--- src/common/tick_pkg.sv ---
// shared constants for the periodic tick unit
package tick_pkg;

	// ------------------------------------------------------------
	// bus geometry and responses
	// ------------------------------------------------------------
	localparam int ADDR_W = 4;
	localparam int DATA_W = 32;
	localparam logic [1:0] RESP_OKAY = 2'h0;
	localparam logic [1:0] RESP_SLVERR = 2'h2;
	localparam logic [1:0] RESP_DECERR = 2'h3;

	// ------------------------------------------------------------
	// register offsets
	// ------------------------------------------------------------
	localparam logic [ADDR_W-1:0] OFF_CTRL = 4'h0;
	localparam logic [ADDR_W-1:0] OFF_STATUS = 4'h4;
	localparam logic [ADDR_W-1:0] OFF_MASK = 4'h8;

	// ------------------------------------------------------------
	// timebase_control field positions and reset
	// ------------------------------------------------------------
	localparam int ON_BIT = 1;
	localparam int IE_BIT = 2;
	localparam int ACK_BIT = 3;
	localparam int RATE_LSB = 4;
	localparam int RATE_MSB = 6;
	localparam int PEND_BIT = 7;
	localparam logic [2:0] RATE_RESET = 3'h0;

	// ------------------------------------------------------------
	// interrupt status layout
	// ------------------------------------------------------------
	localparam int STAT_W = 2;
	localparam int STAT_TICK = 0;
	localparam int STAT_REFUSED = 1;
	localparam logic [STAT_W-1:0] STAT_RESET = 2'h0;

	// ------------------------------------------------------------
	// divider chain
	// ------------------------------------------------------------
	localparam int CHAIN_STAGES = 15;
	localparam int PRE_DIV = 128;
	localparam int PRE_W = 7;

	// tap stage for each rate code; rising edge of stage n
	function automatic logic [3:0] tap_index(input logic [2:0] code);
		unique case (code)
			3'h0: tap_index = 4'hE;
			3'h1: tap_index = 4'hC;
			3'h2: tap_index = 4'hA;
			3'h3: tap_index = 4'h6;
			3'h4: tap_index = 4'h5;
			3'h5: tap_index = 4'h4;
			3'h6: tap_index = 4'h3;
			3'h7: tap_index = 4'h2;
		endcase
	endfunction

endpackage

--- src/hw/level_sync.sv ---
// two-stage synchroniser for asynchronous level inputs
`timescale 1ns/1ps
module level_sync #(
	parameter int WIDTH = 1
) (
	// clock and reset
	input wire logic aclk,
	input wire logic aresetn,
	// levels
	input wire logic [WIDTH-1:0] din,
	output logic [WIDTH-1:0] dout
);

	logic [WIDTH-1:0] meta_ff;

	always_ff @(posedge aclk) begin
		if (!aresetn) begin
			meta_ff <= '0;
			dout <= '0;
		end else begin
			meta_ff <= din;
			dout <= meta_ff;
		end
	end

endmodule

--- src/hw/tick_divider.sv ---
// optional divide-by-128 prescaler and 15-stage divider chain
`timescale 1ns/1ps
module tick_divider
	import tick_pkg::*;
#(
	parameter int STAGES = tick_pkg::CHAIN_STAGES,
	parameter int PW = tick_pkg::PRE_W
) (
	// clock and reset
	input wire logic aclk,
	input wire logic aresetn,
	// control
	input wire logic enable,
	input wire logic run,
	input wire logic src_pulse,
	input wire logic prescale,
	input wire logic [2:0] rate,
	// state
	output logic [STAGES-1:0] count_ff,
	output logic rollover_ff
);

	logic [PW-1:0] pre_ff;
	logic [STAGES-1:0] nxt_count;
	logic [3:0] tap;
	logic step;

	// ------------------------------------------------------------
	// prescaler
	// ------------------------------------------------------------
	// prescaler also restarts on disable so both rates begin at zero
	always_ff @(posedge aclk) begin
		if (!aresetn || !enable) begin
			pre_ff <= '0;
		end else if (run && src_pulse && prescale) begin
			pre_ff <= pre_ff + 1'b1;
		end
	end

	always_comb begin
		step = run && src_pulse && (!prescale || (&pre_ff));
		nxt_count = count_ff + 1'b1;
		tap = tap_index(rate);
	end

	// ------------------------------------------------------------
	// chain and tap event
	// ------------------------------------------------------------
	// held at zero
	always_ff @(posedge aclk) begin
		if (!aresetn || !enable) begin
			count_ff <= '0;
		end else if (step) begin
			count_ff <= nxt_count;
		end
	end

	// rising tap edge
	// half period first, full after
	always_ff @(posedge aclk) begin
		if (!aresetn || !enable) begin
			rollover_ff <= 1'b0;
		end else begin
			rollover_ff <= step && nxt_count[tap] && !count_ff[tap];
		end
	end

endmodule

--- src/hw/periodic_tick_unit.sv ---
// periodic tick unit with axi4-lite register slave
//
// Functional notes
// - disabled counter held at zero, restarts
// - tap rollover sets pending flag
// - pending and interrupt enable raise interrupt request
// - writing one to acknowledge clears pending
// - acknowledge bit always reads zero
// - first event half period, then full
// - codes pick taps 32768 down to 8
// - prescale option multiplies dividers by 128
// - oscillator kept in stop keeps counting
// - no oscillator in stop freezes timebase
// - wait mode keeps counting and flagging
// - control register refused in wait, stop
// - reset clears enable and interrupt enable
// - fifteen stages, eight selectable taps
//
// The implementer's own choices: the placing of the registers and the AXI4-Lite slave port.
`timescale 1ns/1ps
module periodic_tick_unit
	import tick_pkg::*;
(
	// clock and reset
	input wire logic aclk,
	input wire logic aresetn,
	// write address
	input wire logic awvalid,
	output logic awready,
	input wire logic [tick_pkg::ADDR_W-1:0] awaddr,
	// write data
	input wire logic wvalid,
	output logic wready,
	input wire logic [tick_pkg::DATA_W-1:0] wdata,
	input wire logic [3:0] wstrb,
	// write response
	output logic bvalid,
	input wire logic bready,
	output logic [1:0] bresp,
	// read address
	input wire logic arvalid,
	output logic arready,
	input wire logic [tick_pkg::ADDR_W-1:0] araddr,
	// read data
	output logic rvalid,
	input wire logic rready,
	output logic [tick_pkg::DATA_W-1:0] rdata,
	output logic [1:0] rresp,
	// oscillator and system pins
	input wire logic oscillator_clock,
	input wire logic prescale_128_option,
	input wire logic osc_run_in_stop,
	input wire logic wait_mode,
	input wire logic stop_mode,
	// interrupt
	output logic irq
);

	// ------------------------------------------------------------
	// declarations
	// ------------------------------------------------------------
	logic [4:0] pins_s;
	logic osc_s, pre_s, oscstop_s, wait_s, stop_s;
	logic osc_q_ff;
	logic src_pulse, run, low_power;
	logic tick_enable_ff, tick_irq_enable_ff, tick_pending_flag_ff;
	logic [2:0] tick_rate_select_ff;
	logic [STAT_W-1:0] status_ff, mask_ff;
	logic [CHAIN_STAGES-1:0] chain_count;
	logic rollover;
	logic awready_ff, wready_ff, bvalid_ff, arready_ff, rvalid_ff;
	logic aw_got_ff, w_got_ff;
	logic [ADDR_W-1:0] waddr_ff;
	logic [7:0] wbyte_ff;
	logic wstrb0_ff;
	logic [1:0] bresp_ff, rresp_ff;
	logic [DATA_W-1:0] rdata_ff;
	logic irq_ff;
	logic wr_fire, rd_fire, wr_is_ctrl, wr_ctrl, wr_refused, ack;
	logic [ADDR_W-1:0] waligned, raligned;

	assign awready = awready_ff;
	assign wready = wready_ff;
	assign bvalid = bvalid_ff;
	assign bresp = bresp_ff;
	assign arready = arready_ff;
	assign rvalid = rvalid_ff;
	assign rdata = rdata_ff;
	assign rresp = rresp_ff;
	assign irq = irq_ff;

	// ------------------------------------------------------------
	// pin synchronisers and source edge
	// ------------------------------------------------------------
	level_sync #(.WIDTH(5)) u_sync (
		.aclk(aclk),
		.aresetn(aresetn),
		.din({stop_mode, wait_mode, osc_run_in_stop,
			prescale_128_option, oscillator_clock}),
		.dout(pins_s)
	);
	assign {stop_s, wait_s, oscstop_s, pre_s, osc_s} = pins_s;

	// oscillator must run below half of aclk for edges to be seen
	always_ff @(posedge aclk) begin
		if (!aresetn) begin
			osc_q_ff <= 1'b0;
		end else begin
			osc_q_ff <= osc_s;
		end
	end

	always_comb begin
		src_pulse = osc_s && !osc_q_ff;
		run = !(stop_s && !oscstop_s);
		low_power = wait_s || stop_s;
	end

	// ------------------------------------------------------------
	// divider chain
	// ------------------------------------------------------------
	// tap and prescale
	tick_divider #(.STAGES(CHAIN_STAGES), .PW(PRE_W)) u_div (
		.aclk(aclk),
		.aresetn(aresetn),
		.enable(tick_enable_ff),
		.run(run),
		.src_pulse(src_pulse),
		.prescale(pre_s),
		.rate(tick_rate_select_ff),
		.count_ff(chain_count),
		.rollover_ff(rollover)
	);

	// ------------------------------------------------------------
	// write channels
	// ------------------------------------------------------------
	always_comb begin
		wr_fire = aw_got_ff && w_got_ff && !bvalid_ff;
		rd_fire = arvalid && arready_ff;
		waligned = {waddr_ff[ADDR_W-1:2], 2'h0};
		raligned = {araddr[ADDR_W-1:2], 2'h0};
		wr_is_ctrl = wr_fire && (waligned == OFF_CTRL);
		wr_refused = wr_is_ctrl && low_power;
		wr_ctrl = wr_is_ctrl && !low_power && wstrb0_ff;
		ack = wr_ctrl && wbyte_ff[ACK_BIT];
	end

	always_ff @(posedge aclk) begin
		if (!aresetn) begin
			awready_ff <= 1'b1;
			aw_got_ff <= 1'b0;
			waddr_ff <= '0;
		end else if (awvalid && awready_ff) begin
			awready_ff <= 1'b0;
			aw_got_ff <= 1'b1;
			waddr_ff <= awaddr;
		end else if (wr_fire) begin
			aw_got_ff <= 1'b0;
		end else if (bvalid_ff && bready) begin
			awready_ff <= 1'b1;
		end
	end

	always_ff @(posedge aclk) begin
		if (!aresetn) begin
			wready_ff <= 1'b1;
			w_got_ff <= 1'b0;
			wbyte_ff <= 8'h00;
			wstrb0_ff <= 1'b0;
		end else if (wvalid && wready_ff) begin
			wready_ff <= 1'b0;
			w_got_ff <= 1'b1;
			wbyte_ff <= wdata[7:0];
			wstrb0_ff <= wstrb[0];
		end else if (wr_fire) begin
			w_got_ff <= 1'b0;
		end else if (bvalid_ff && bready) begin
			wready_ff <= 1'b1;
		end
	end

	always_ff @(posedge aclk) begin
		if (!aresetn) begin
			bvalid_ff <= 1'b0;
			bresp_ff <= RESP_OKAY;
		end else if (wr_fire) begin
			bvalid_ff <= 1'b1;
			if (wr_refused) begin
				bresp_ff <= RESP_SLVERR;
			end else if (waligned == OFF_CTRL || waligned == OFF_STATUS ||
				waligned == OFF_MASK) begin
				bresp_ff <= RESP_OKAY;
			end else begin
				bresp_ff <= RESP_DECERR;
			end
		end else if (bvalid_ff && bready) begin
			bvalid_ff <= 1'b0;
		end
	end

	// ------------------------------------------------------------
	// timebase control
	// ------------------------------------------------------------
	// reset clears enables
	always_ff @(posedge aclk) begin
		if (!aresetn) begin
			tick_enable_ff <= 1'b0;
			tick_irq_enable_ff <= 1'b0;
			tick_rate_select_ff <= RATE_RESET;
		end else if (wr_ctrl) begin
			tick_enable_ff <= wbyte_ff[ON_BIT];
			tick_irq_enable_ff <= wbyte_ff[IE_BIT];
			tick_rate_select_ff <= wbyte_ff[RATE_MSB:RATE_LSB];
		end
	end

	always_ff @(posedge aclk) begin
		if (!aresetn) begin
			tick_pending_flag_ff <= 1'b0;
		end else begin
			tick_pending_flag_ff <= rollover || (tick_pending_flag_ff && !ack);
		end
	end

	// ------------------------------------------------------------
	// interrupt status, mask and output
	// ------------------------------------------------------------
	always_ff @(posedge aclk) begin
		if (!aresetn) begin
			status_ff <= STAT_RESET;
			mask_ff <= STAT_RESET;
		end else begin
			// event set wins over the write-one clear
			if (wr_fire && wstrb0_ff && waligned == OFF_STATUS) begin
				status_ff <= status_ff & ~wbyte_ff[STAT_W-1:0];
			end
			if (rollover) begin
				status_ff[STAT_TICK] <= 1'b1;
			end
			if (wr_refused) begin
				status_ff[STAT_REFUSED] <= 1'b1;
			end
			if (wr_fire && wstrb0_ff && waligned == OFF_MASK) begin
				mask_ff <= wbyte_ff[STAT_W-1:0];
			end
		end
	end

	always_ff @(posedge aclk) begin
		if (!aresetn) begin
			irq_ff <= 1'b0;
		end else begin
			irq_ff <= (tick_pending_flag_ff && tick_irq_enable_ff) ||
				(|(status_ff & mask_ff));
		end
	end

	// ------------------------------------------------------------
	// read channel
	// ------------------------------------------------------------
	always_ff @(posedge aclk) begin
		if (!aresetn) begin
			arready_ff <= 1'b1;
			rvalid_ff <= 1'b0;
			rdata_ff <= '0;
			rresp_ff <= RESP_OKAY;
		end else if (rd_fire) begin
			arready_ff <= 1'b0;
			rvalid_ff <= 1'b1;
			rdata_ff <= '0;
			rresp_ff <= RESP_OKAY;
			unique case (raligned)
				OFF_CTRL: begin
					if (low_power) begin
						rresp_ff <= RESP_SLVERR;
					end else begin
						rdata_ff[PEND_BIT] <= tick_pending_flag_ff;
						rdata_ff[RATE_MSB:RATE_LSB] <= tick_rate_select_ff;
						rdata_ff[IE_BIT] <= tick_irq_enable_ff;
						rdata_ff[ON_BIT] <= tick_enable_ff;
					end
				end
				OFF_STATUS: rdata_ff[STAT_W-1:0] <= status_ff;
				OFF_MASK: rdata_ff[STAT_W-1:0] <= mask_ff;
				default: rresp_ff <= RESP_DECERR;
			endcase
		end else if (rvalid_ff && rready) begin
			rvalid_ff <= 1'b0;
			arready_ff <= 1'b1;
		end
	end

	// ------------------------------------------------------------
	// assertions
	// ------------------------------------------------------------
	logic [CHAIN_STAGES-1:0] low_bits;
	logic [3:0] tap_now;
	always_comb begin
		tap_now = tap_index(tick_rate_select_ff);
		low_bits = chain_count & ~({CHAIN_STAGES{1'b1}} << tap_now);
	end
endmodule

--- config.mk ---
export PLATFORM = sky130hd
export DESIGN_NAME = periodic_tick_unit
export DESIGN_NICKNAME = d
export VERILOG_FILES = /design/src/common/tick_pkg.sv /design/src/hw/level_sync.sv /design/src/hw/tick_divider.sv /design/src/hw/periodic_tick_unit.sv
export SDC_FILE = /design/constraint.sdc
export NUM_CORES = 1
export LEC_CHECK = 0
export ABC_AREA = 1
export BUFFER_PORTS_ARGS = -buffer_cell sky130_fd_sc_hd__buf_4
export CELL_PAD_IN_SITES_DETAIL_PLACEMENT = 1
export CELL_PAD_IN_SITES_GLOBAL_PLACEMENT = 2
export CORE_ASPECT_RATIO = 0.6
export CORE_MARGIN = 4
export CORE_UTILIZATION = 29
export DETAILED_ROUTE_END_ITERATION = 8
export PLACE_DENSITY_LB_ADDON = 0.1
export REMOVE_ABC_BUFFERS = 1
export SLEW_MARGIN = 20
export SYNTH_ARGS = -nofsm -noshare
export SYNTH_HDL_FRONTEND = slang
export SYNTH_HIERARCHICAL = 1
export SYNTH_SLANG_ARGS = --single-unit
--- constraint.sdc ---
create_clock -name aclk -period 1.8 [get_ports aclk]
set_input_delay 0.18 -clock aclk [delete_from_list [all_inputs] [get_ports aclk]]
set_output_delay 0.18 -clock aclk [all_outputs]
set_load 0.01 [all_outputs]
* Yosys cells after proc, flatten, opt, wreduce, memory -nomap -nowiden
Memories as Yosys holds them, arrays and structs flattened. A register that Yosys moved wholly into a read port is not among the register bits.
Index checks and enable logic that the tools add are counted.
** Storage, ports and cells
- Flip-flop bits (word level) :: 75
- Bits in read-only memories :: 32
- Bits of input ports :: 56
- Word-level logic and storage cells :: 129
- Memories kept :: 1
** Cells by class
- Add/subtract/negate cells :: 2
- Order comparisons :: 1
- Eq/ne operators :: 6
- Multiplexer cells :: 32
- Bitwise gates (word level) :: 3
- Reduce and logical (&&, ||, !) cells :: 57
** Memory list
- (name not given) :: depth 8, bits a word 4, read ports 1, clocked after memory_dff 1, wr ports 0, line tick_pkg.sv:48 : unique case (code)
** Operators by type and width (count)
- 1-bit logical AND :: 24
- 1-bit 2-to-1 mux :: 18
- 2-bit nonzero test :: 8
- 15-bit by 1-bit adder with 15-bit output (second input constant) :: 1
- 1-bit zero test :: 10
- 2-bit 2-to-1 mux :: 5
- 1-bit binary-select mux with 4-bit select :: 2
- 4-bit zero test :: 2
- 4-bit 2-to-1 mux :: 2
- 7-bit by 1-bit adder with 7-bit output (second input constant) :: 1
- 1-bit logical OR :: 7
- 7-bit AND reduction :: 1
- 3-bit 2-to-1 mux :: 2
- 4-bit by 5-bit less-than comparator with 1-bit output (second input constant) :: 1
- 2-bit AND :: 2
- 2-bit by 1-bit equality test with 1-bit output (second input constant) :: 2
- 2-bit equality test (second input constant) :: 2
- 2-bit by 1-bit inequality test with 1-bit output (second input constant) :: 2
- 2-bit case mux with 2 select lines :: 1
- 2-bit AND reduction :: 2
- 2-bit OR reduction :: 2
- 1-bit case mux with 3 select lines :: 1
- 2-bit zero test :: 1
- 2-bit inverter :: 1
- 1-bit case mux with 2 select lines :: 1

* Longest topological paths before layout
Gate-level depths: netlist of run 1.
- Depth after elaboration :: 9
- Depth in mapped cells :: 11
- Depth with buffers taken out :: 11

* Modules after synthesis
Netlist of run 1, hierarchy kept.
** By module, submodules not included
- periodic_tick_unit :: instances 1, cells each 236, area each 1811.7 um^2
- tick_divider :: instances 1, cells each 215, area each 1480.2 um^2
- level_sync :: instances 1, cells each 31, area each 286.5 um^2

* Worst setup path before layout of run 1
Ideal clock, no wire load.
- Path type :: register to register
- Start :: register u_sync.dout[4]
- End :: register u_div.pre_ff[5]
- Library setup time :: 0.078 ns
- Arrival time :: 1.374 ns
- Data required time :: 1.722 ns
- Setup slack :: 0.348 ns
- Cell stages (with the launch flop) :: 10
- Buffers on the path :: 0
- Path through :: dfxtp_1 -> inv_1 -> or2_2 -> nand2_1 -> inv_1 -> nand2_1 -> inv_1 -> and3_1 -> and3_1 -> nor3_1
** On the way
- Word-level cells in the longest chain between the ends :: 4
** Ends and longest elaborated chain
- start, declared :: line level_sync.sv:11 : output logic [WIDTH-1:0] dout
- start signal, assigned :: line level_sync.sv:22 : dout <= meta_ff;
- 1-bit logical AND :: line periodic_tick_unit.sv:115 : run = !(stop_s && !oscstop_s);
- 1-bit zero test :: line periodic_tick_unit.sv:115
- net run :: line periodic_tick_unit.sv:65 : logic src_pulse, run, low_power;
- 1-bit logical AND (2 in series) :: line tick_divider.sv:35 : end else if (run && src_pulse && prescale) begin
- end signal, assigned :: line tick_divider.sv:36 : pre_ff <= pre_ff + 1'b1;
- end, declared :: line tick_divider.sv:23 : logic [PW-1:0] pre_ff;
The timed path passes the listed nets, and every way through them passes these cells.
A chain may end at the register's enable or synchronous reset.

* Worst setup path after layout of run 1
- Start :: register u_div.count_ff[0]
- End :: register u_div.rollover_ff
** On the way
- Word-level cells in the longest chain between the ends :: 5
- Elaborated cells between the ends (all ways) :: 8
- Those cells by class :: add/sub (1); mux (4); reduce/logical (3)
** Ends and longest elaborated chain
- start, declared :: line tick_divider.sv:19 : output logic [STAGES-1:0] count_ff,
- start signal, assigned :: line tick_divider.sv:54 : count_ff <= nxt_count;
- 15-bit by 1-bit adder with 15-bit output :: line tick_divider.sv:42 : nxt_count = count_ff + 1'b1;
- 1-bit binary-select mux with 4-bit select :: line tick_divider.sv:64 : rollover_ff <= step && nxt_count[tap] && !count_ff[tap];
- 1-bit 2-to-1 mux (not written as such) :: line tick_divider.sv:64
- 1-bit logical AND :: line tick_divider.sv:64
- 1-bit logical AND (*) :: line tick_divider.sv:64
- end signal, assigned :: line tick_divider.sv:64
- end, declared :: line tick_divider.sv:20 : output logic rollover_ff
Mark *: on every way between the ends. The rest lies on a longest branch, timed or not. The select of a mux whose other input is x is not followed.

==> metrics.cfg, run 1 <==
[timing]
finalSetupViolations = 0
rsz0062_at_grt = true
fmax_ghz = 0.614
clock_skew_ns = 0.00679
period_needed_ns = 1.63
min_period_over_period = 0.904
final-hold-violation-count = 0
slew_viol_final = 0

[pwr]
total_power_w = 0.00413
p_per_area_nw_per_um2 = 956
leakagePower_nw = 1.86
ir_drop_v = 0.000466

[drt]
totalWireLength_um = 9500
first_pass_iters = 4
antenna_left = 0
via_per_inst = 4.44
num_vias = 3100
drc_errors = 0
wl_per_cell_um = 13.6
drt_iter0_markers = 76

[synth]
avgSynthCellArea_um2 = 7.42
async_reset_ff_frac = 0
synth.distinct_cells = 43
yosysWarnings = 6
synth-seq-cells = 73
synth_edf_count = 0
syn-instance-count = 482
synth_area_um2 = 3580
synth_ff_type = dfxtp_1
seq_area_frac_synth = 0.408

[cells_and_area]
stdcell_count = 698
final_cell_mix = nand2_1, dfxtp_1, inv_1
layout_commonest_cell = nand2_1
nNetsFinal = 590
drive_gt1_frac = 0.182
final.fill_count = 1489
diodes = 0
syn_to_final_growth_pct = 20.6

[floorplan]
die_y_um = 94.0
row_count = 31
die_w_um = 151
die_area_um2 = 14200
core-area_um2 = 12100
io_pins = 98
initial_core_util = 0.297

[worst_hold_path]
hold_depth = 3
hp-class = input pin to flop

[critical_path]
critical_path_arrival_ns = 1.90
crit_type = flop to flop
reg2reg_depth = 11
cp-end-kind = flop
worst-r2r-setup-slack_ns = 0.17
cp_max_fo = 6
required_ns = 2.07
startpoint_type = flop

[global_route]
grtUsageMet1 = 0.215
grtUsageMet3 = 0.0400
grt-ovfl-total = 0
grt_util_met2 = 0.190
grt_pass1_wl_um = 15700
gr-max-usage-layer = met1
antenna_found_initial = 0
gr-usage-all-layers = 0.141
grt_start_max_net_pins = 20
grt_pass1_vias = 3072

[clock_network]
cts_sinks = 73
cts_buffers = 9
cts_tree = done
path_clk_slew_ns = 0.06
cts_buffer_depth = 2
root_buffer = clkbuf_16
clk_latency_ns = 0.33
ctsHtreeMaxLevel = 3

[placed_design]
dp_cells = 682
portBuffers = 40
gp_congestion = 0.841
dp_hpwl_um = 7500

[outcome]
status = completed

[job]
drv_cap = 0

==> worst paths after layout <==
kind | start | end
worst max register to register | u_div/count_ff[0]$_SDFFE_PP0P_ | u_div/rollover_ff$_SDFF_PP0_
worst min-delay path | stop_mode | u_sync/meta_ff[4]$_SDFF_PN0_
worst min register to register | u_sync/meta_ff[3]$_SDFF_PN0_ | u_sync/dout[3]$_SDFF_PN0_
worst max-delay path | u_div/count_ff[0]$_SDFFE_PP0P_ | u_div/rollover_ff$_SDFF_PP0_
==> synthesized netlist by cell type (2+ instances only) <==
library cell  count  area share
a211oi_1          4      0.0084
a21oi_1          36       0.050
a31oi_1           2      0.0035
and3_1            2      0.0035
buf_2             5      0.0070
buf_4            25       0.052
buf_6             3      0.0094
clkbuf_1          2      0.0021
dfxtp_1          73        0.41
ha_1              6       0.021
inv_1            55       0.058
inv_2             7      0.0073
nand2_1          82       0.086
nand2_2           3      0.0052
nand2_4           3      0.0094
nand3_1          29       0.041
nand3_2           2      0.0056
nand4_1           6       0.010
nor2_1           54       0.057
nor2_2            6       0.010
nor2_4            2      0.0063
nor3_1           11       0.015
o211ai_1          3      0.0063
o21a_1            2      0.0042
o21ai_0          33       0.046
o21ai_1           5      0.0070
or2_1             2      0.0035
xor2_1            4      0.0098
==> power by group <==
group / total, W / internal [W] / switching [W] / leakage, nW
clock network: 0.00208 / 0.00136 / 0.000721 / 0.170
registers: 0.00172 / 0.00168 / 0.0000448 / 0.596
logic: 0.000324 / 0.000123 / 0.000202 / 1.10
==> final cells by class <==
cell class | count | area, µm² | share of cell area
inverters | 63 | 244 | 0.0566
repair buffers | 46 | 345 | 0.0800
well taps | 165 | 206 | 0.0479
multi-input cells | 335 | 1710 | 0.397
clock buffers | 9 | 225 | 0.0522
flip-flops and latches | 73 | 1460 | 0.339
clock inverters | 7 | 118 | 0.0273
==> stage by stage <==
step	utilization	setup WS (ns)	cell area [µm²]	hold slack [ns]	TNS [ns]
after floorplan	-	0.347	3410	0.249	0
after global placement	0.329	0.178	3970	0.362	0
after detailed placement	0.329	0.145	3970	0.367	0
after CTS	0.357	0.133	4310	0.00862	0
after global routing	0.358	-0.0261	4310	0.0288	-0.0261
final	0.358	0.172	4310	0.0213	0
==> sequential cells by signal, indices dropped and copies added (netlist names), 3 cells and up <==
signal and flops:
u_div/count_ff 15, u_div/pre_ff 7, tick_rate_select_ff 3, u_sync/dout 5, u_sync/meta_ff 5, wbyte_ff 7, rdata 7
==> routing by layer <==
layer	share of wire	up-vias
li1	-	1607
met1	0.56	1418
met2	0.37	66
met3	0.058	9
met4	0.011	0
met5	0	-
==> critical path: stages (launching register included) <==
cell and delay, ns:
dfxtp_1 0.39, ha_2 0.24, nand3_2 0.14, nor2_4 0.20
nand3_1 0.09, nand2_1 0.09, nand3_1 0.07, nand2_1 0.06
inv_1 0.04, nand2_1 0.07, nand2_1 0.07, a21oi_2 0.10
==> cell families after synthesis <==
kind of cell,share of synthesized area
and+or+nand+nor,0.272
adders and majority gates,0.0210
xor gates and xnor gates,0.0122
DFF,0.408
AOI/OAI and AO/OA,0.147
buffers and inverters,0.138
other,0.00105
==> what timing repair did <==
| item | in CTS | in global routing |
|---|---|---|
| setup buffers | 0 | 0 |
| hold buffers | 0 | 0 |
| setup endpoints to repair | 0 | 3 |
| gates resized for setup | 0 | 2 |
Note: power is estimated with default switching activity, not from simulation.
==> run 2: changes to the inputs <==
--- a/config.mk
+++ b/config.mk
@@ -6,11 +6,12 @@
 export NUM_CORES = 1
 export LEC_CHECK = 0
 export ABC_AREA = 1
+export ABC_CLOCK_PERIOD_IN_PS = 1800
 export BUFFER_PORTS_ARGS = -buffer_cell sky130_fd_sc_hd__buf_4
 export CELL_PAD_IN_SITES_DETAIL_PLACEMENT = 1
 export CELL_PAD_IN_SITES_GLOBAL_PLACEMENT = 2
 export CORE_ASPECT_RATIO = 0.6
-export CORE_MARGIN = 4
+export CORE_MARGIN = 2
 export CORE_UTILIZATION = 29
 export DETAILED_ROUTE_END_ITERATION = 8
 export PLACE_DENSITY_LB_ADDON = 0.1
==> run 2 against run 1 <==
Compared with the run above:
- first-iteration DRC count is 89% higher
- clock power is 13% lower
- global-route usage is 0.81 points higher
- critical endpoint unchanged
- critical path depth stayed put
- via count is 0.16% higher
- non-clock buffer count is 1 lower
- highest routed layer unchanged
==> metrics.cfg, run 2 (synthesis results as in run 1) <==
[clock_network]
post_cts_buffers = 0  ; unchanged
cts_buffer_depth = 2  ; unchanged
clk_latency_ns = 0.34  ; about the same
cts_buffers = 9  ; unchanged
root_buffer = clkbuf_16
path_clk_slew_ns = 0.06  ; about the same
cts_hold_buffers = 0  ; unchanged
cts_tree = done
cts_sinks = 73  ; unchanged
ctsHtreeMaxLevel = 3  ; unchanged

[worst_hold_path]
hp-class = input pin to flop
worstHoldStart = stop_mode

[cells_and_area]
multi_input_area_um2 = 1710  ; unchanged
final_cell_mix = nand2_1, dfxtp_1, inv_1
final.fill_count = 1513  ; +1.6%
seqCellArea_um2 = 1460  ; +0.17%
top_register = u_div/count_ff
drive_gt1_frac = 0.182  ; +0.000342
diodes = 0  ; unchanged
largest_reg_flops = 15  ; unchanged
layout_commonest_cell = nand2_1
syn_to_final_growth_pct = 19.1
nNetsFinal = 589  ; -0.17%

[timing]
rsz0062_at_grt = false
period_needed_ns = 1.62  ; -0.0129 ns
min_period_over_period = 0.897  ; -0.00716
finalSetupViolations = 0  ; unchanged
slew_viol_final = 0  ; unchanged
clock_skew_ns = 0.00499  ; -0.00180 ns
finalSetupTns_ns = 0  ; unchanged
fmax_ghz = 0.619  ; +0.80%
final-hold-violation-count = 0  ; unchanged

[pwr]
total_power_w = 0.00386  ; -6.5%
ir_drop_v = 0.000499  ; +7.1%
leakagePower_nw = 1.83  ; -1.8%
p_per_area_nw_per_um2 = 905  ; -5.4%

[critical_path]
crit_type = flop to flop
required_ns = 2.07  ; about the same
r2r_start = u_div/count_ff[0]$_SDFFE_PP0P_
startpoint = u_div/count_ff[0]$_SDFFE_PP0P_
cp_max_fo = 6  ; unchanged
cp-end-kind = flop
critical_path_arrival_ns = 1.89  ; about the same
startpoint_type = flop

[floorplan]
die_w_um = 147  ; -2.6%
die_area_um2 = 13300  ; -6.8%
core-area_um2 = 12100  ; unchanged
initial_core_util = 0.297  ; unchanged
die_y_um = 90.0  ; -4.3%
row_count = 31  ; unchanged
io_pins = 98  ; unchanged

[placed_design]
gp_congestion = 0.792  ; -5.8%
portBuffers = 40  ; unchanged
dp_hpwl_um = 7110  ; -5.1%

[global_route]
grt_pass1_vias = 3008  ; -2.1%
gr-usage-all-layers = 0.149  ; +0.00811
antenna_found_initial = 0  ; unchanged
grt_pass1_wl_um = 15500  ; -1.2%
grt-ovfl-total = 0  ; unchanged
grt_start_max_net_pins = 26  ; +30%

[drt]
drt_iter0_markers = 144  ; +89%
totalWireLength_um = 9260  ; -2.5%
num_vias = 3105  ; +0.16%
route.met3.wl_um = 450  ; -19%
via_per_inst = 4.45  ; +0.30%
antenna_left = 0  ; unchanged
wl_met1_um = 5290  ; about the same
drc_errors = 0  ; unchanged
first_pass_iters = 4  ; unchanged
wl_met2_um = 3390  ; -4.5%
wl_per_cell_um = 13.3  ; -2.4%
routed.top_layer = met4

[outcome]
status = completed

[job]
drv_cap = 0  ; unchanged

==> run 2: worst paths after layout <==
| check | endpoint | slack [ns] | cells after the start |
|---|---|---|---|
| worst max-delay path | u_div/rollover_ff$_SDFF_PP0_ | 0.18 | 11 |
| worst min-delay path | u_sync/meta_ff[4]$_SDFF_PN0_ | 0.02 | 3 |
| worst max register to register | u_div/rollover_ff$_SDFF_PP0_ | 0.18 | 11 |
| worst min register to register | u_sync/dout[2]$_SDFF_PN0_ | 0.41 | 2 |
==> run 2: report_power, final <==
part           switching, W  internal, W  total (W)
sequential        0.0000446      0.00168    0.00172
clock              0.000733      0.00108    0.00181
combinational      0.000200     0.000121   0.000321
==> run 2: area by class of cell <==
class,count,share of cell area
clock inverter,6,0.0159
inverter,63,0.0567
multi-input combinational,335,0.402
timing repair buffer,45,0.0793
tap,165,0.0485
clock buffer,10,0.0537
sequential,73,0.344
==> run 2: repair_timing <==
action	in CTS	in global routing
setup endpoints to repair	0	1
hold endpoints to repair	0	0
gates resized for setup	0	3
==> run 2: per-stage QoR <==
step           hold slack, ns  utilization  setup slack (ns)  instance area, µm²  std cells
2_1_floorplan           0.249            -             0.347                3410        471
4_1_cts               0.00962        0.353            0.0917                4260        697
3_5_place_dp            0.368        0.328             0.146                3960        681
6_report               0.0225        0.353             0.185                4260        697
5_1_grt                0.0219        0.353            0.0239                4260        697
3_3_place_gp            0.362        0.328             0.172                3960        681
==> run 2: worst max-delay path: stages, from the launching register on <==
cell,delay (ns)
dfxtp_2,0.36
ha_2,0.22
nand3_2,0.15
nor2_4,0.22
nand3_1,0.09
nand2_1,0.08
nand3_1,0.07
nand2_1,0.07
inv_1,0.04
nand2_1,0.07
nand2_1,0.07
a21oi_2,0.10
==> run 2: metal layers <==
| metal | vias up | track usage |
|---|---|---|
| met1 | 1424 | 0.227 |
| met5 | - | 0 |
| met3 | 13 | 0.0452 |
| li1 | 1603 | - |
| met2 | 65 | 0.195 |
| met4 | 0 | 0.0481 |
==> run 3: changes to the inputs <==
--- a/config.mk
+++ b/config.mk
@@ -15,6 +15,7 @@
 export CORE_UTILIZATION = 29
 export DETAILED_ROUTE_END_ITERATION = 8
 export PLACE_DENSITY_LB_ADDON = 0.1
+export RECOVER_POWER = 25
 export REMOVE_ABC_BUFFERS = 1
 export SLEW_MARGIN = 20
 export SYNTH_ARGS = -nofsm -noshare
==> run 3 against run 2 <==
Compared with the run above:
- clock-buffer cell count unchanged
- cell area shrank 0.59%
- critical path depth is the same
- register-to-register slack barely moved
- largest power group unchanged
==> metrics.cfg, run 3 (synthesis results as in run 1) <==
[timing]
min_period_over_period = 0.897  ; about the same
max-slew-margin-rel = 0.343
setup_slack_ns = 0.186  ; +0.00144 ns
period_needed_ns = 1.61  ; -0.00144 ns
whs_ns = 0.0208  ; -0.00162 ns
finalSetupTns_ns = 0  ; unchanged
finalSetupViolations = 0  ; unchanged
fmax_ghz = 0.620  ; about the same
clock_skew_ns = 0.00503  ; +0.0000397 ns
rsz0062_at_grt = false
tightest_slew_ns = 0.986
slew_viol_final = 0  ; unchanged
final-hold-violation-count = 0  ; unchanged

[critical_path]
required_ns = 2.07  ; about the same
path_common_cell = nand2_1
crit_end = u_div/rollover_ff$_SDFF_PP0_
critPathMaxStageDelay_ns = 0.36  ; about the same
startpoint = u_div/count_ff[0]$_SDFFE_PP0P_
startpoint_type = flop
crit_chain = ha_2 > nand3_2 > nor2_4 > nand3_1 > nand2_1 > nand3_1 > nand2_1 > inv_1 > nand2_1 > nand2_1 > a21oi_2
cp-end-kind = flop
worst-r2r-setup-slack_ns = 0.19  ; about the same
reg2reg_depth = 11  ; unchanged
critical_path_arrival_ns = 1.89  ; about the same
r2r_start = u_div/count_ff[0]$_SDFFE_PP0P_
crit_type = flop to flop
cp_max_fo = 6  ; unchanged
slowest_stage = dfxtp_2
rr_endpoint = u_div/rollover_ff$_SDFF_PP0_

[clock_network]
cts_buffers = 9  ; unchanged
clk_latency_ns = 0.34  ; about the same
ctsHtreeMaxLevel = 3  ; unchanged
cts_hold_buffers = 0  ; unchanged
cts_buffer_depth = 2  ; unchanged
root_buffer = clkbuf_16
path_clk_slew_ns = 0.06  ; about the same
cts_sinks = 73  ; unchanged
cts_tree = done

[pwr]
pwr-share-clk = 0.470  ; about the same
leakagePower_nw = 1.80  ; -1.4%
ir_drop_v = 0.000499  ; about the same
p_int_w = 0.00288  ; -0.11%
p_per_area_nw_per_um2 = 909  ; +0.48%
power_frac_comb = 0.082  ; about the same
p_seq_frac = 0.447  ; about the same
p_sw_w = 0.000976  ; about the same
switching_share = 0.254  ; about the same

[drt]
drc_errors = 0  ; unchanged
via_per_inst = 4.46  ; +0.19%
antenna_left = 0  ; unchanged
num_vias = 3111  ; +0.19%
first_pass_iters = 4  ; unchanged
drt_iter0_markers = 134  ; -6.9%
wl_per_cell_um = 13.3  ; about the same
totalWireLength_um = 9260  ; about the same

[cells_and_area]
diodes = 0  ; unchanged
final_cell_mix = nand2_1, dfxtp_1, inv_1
largest_reg_flops = 15  ; unchanged
layout_commonest_cell = nand2_1
drive_gt1_frac = 0.171  ; -0.0113
nNetsFinal = 589  ; unchanged
top_register = u_div/count_ff
syn_to_final_growth_pct = 18.4
final.fill_count = 1515  ; +0.13%

[global_route]
gr-usage-all-layers = 0.149  ; unchanged
grt_pass1_wl_um = 15500  ; unchanged
grt-ovfl-total = 0  ; unchanged
grt_pass1_vias = 3008  ; unchanged
antenna_found_initial = 0  ; unchanged
grt_start_max_net_pins = 26  ; unchanged

[floorplan]
io_pins = 98  ; unchanged
die_area_um2 = 13300  ; unchanged
core-area_um2 = 12100  ; unchanged
die_y_um = 90.0  ; unchanged
row_count = 31  ; unchanged
die_w_um = 147  ; unchanged
initial_core_util = 0.297  ; unchanged

[worst_hold_path]
worstHoldStart = oscillator_clock
hp-class = input pin to flop

[outcome]
status = completed

[placed_design]
portBuffers = 40  ; unchanged
dp_hpwl_um = 7110  ; unchanged
post-place-ws_ns = 0.146  ; unchanged
gp_congestion = 0.792  ; unchanged

[job]
drv_cap = 0  ; unchanged

## run 3: changes by cell type in the layout (fill, tap and decap cells not counted)
cell	before	now
buf_4	45	38
clkbuf_2	0	1
clkbuf_1	1	7
## run 3: final cells by class
cell class | count | area, µm² | area share
clock buffer | 10 | 229 | 0.0541
tap | 165 | 206 | 0.0487
timing repair buffer | 45 | 313 | 0.0739
multi-input combinational | 335 | 1710 | 0.405
clock inverter | 6 | 67.6 | 0.0160
sequential | 73 | 1460 | 0.346
inverter | 63 | 241 | 0.0570
## run 3: through the flow
stage	total power (W)	utilization	std cells	area, µm²
floorplan	0.00193	-	471	3410
global placement	0.00208	0.328	681	3960
detailed placement	0.00208	0.328	681	3960
CTS	0.00393	0.353	697	4260
global route	0.00404	0.351	697	4240
finish	0.00385	0.351	697	4240
## run 3: worst min-delay path by stage
stage / cells past startpoint / end
6_report: 3 / u_sync/meta_ff[0]$_SDFF_PN0_
5_1_grt: 3 / u_sync/meta_ff[1]$_SDFF_PN0_
4_1_cts: 3 / u_sync/meta_ff[0]$_SDFF_PN0_
3_5_place_dp: 3 / u_sync/meta_ff[0]$_SDFF_PN0_
3_3_place_gp: 3 / u_sync/meta_ff[4]$_SDFF_PN0_
2_1_floorplan: 1 / arready$_SDFFE_PN1P_
## run 3: repair_timing
action / in CTS / in global routing
setup buffers: 0 / 0
gates resized for setup: 0 / 3
endpoints found under the setup margin: 0 / 1
## run 3: power groups by stage
stage          logic [W]  registers [W]  clock network [W]
3_3_place_gp    0.000317        0.00176                  0
5_1_grt         0.000364        0.00173            0.00194
4_1_cts         0.000325        0.00172            0.00188
6_report        0.000317        0.00172            0.00181
3_5_place_dp    0.000324        0.00176                  0
2_1_floorplan   0.000175        0.00176                  0
## run 3: worst max-delay path: cells and delay by family, from the launching register on
kind | cells | cell delay, ns
simple gates | 8 | 0.82
flops | 1 | 0.36
fa+ha+maj | 1 | 0.22
compound gates | 1 | 0.10
buf+inv | 1 | 0.04
## run 3: per-layer routing
metal / GRT usage / share of wire / vias to the layer above
met2: 0.195 / 0.37 / 73
met4: 0.0481 / 0.014 / 0
met3: 0.0452 / 0.052 / 13
met1: 0.227 / 0.57 / 1421
li1: - / - / 1604
met5: 0 / 0 / -
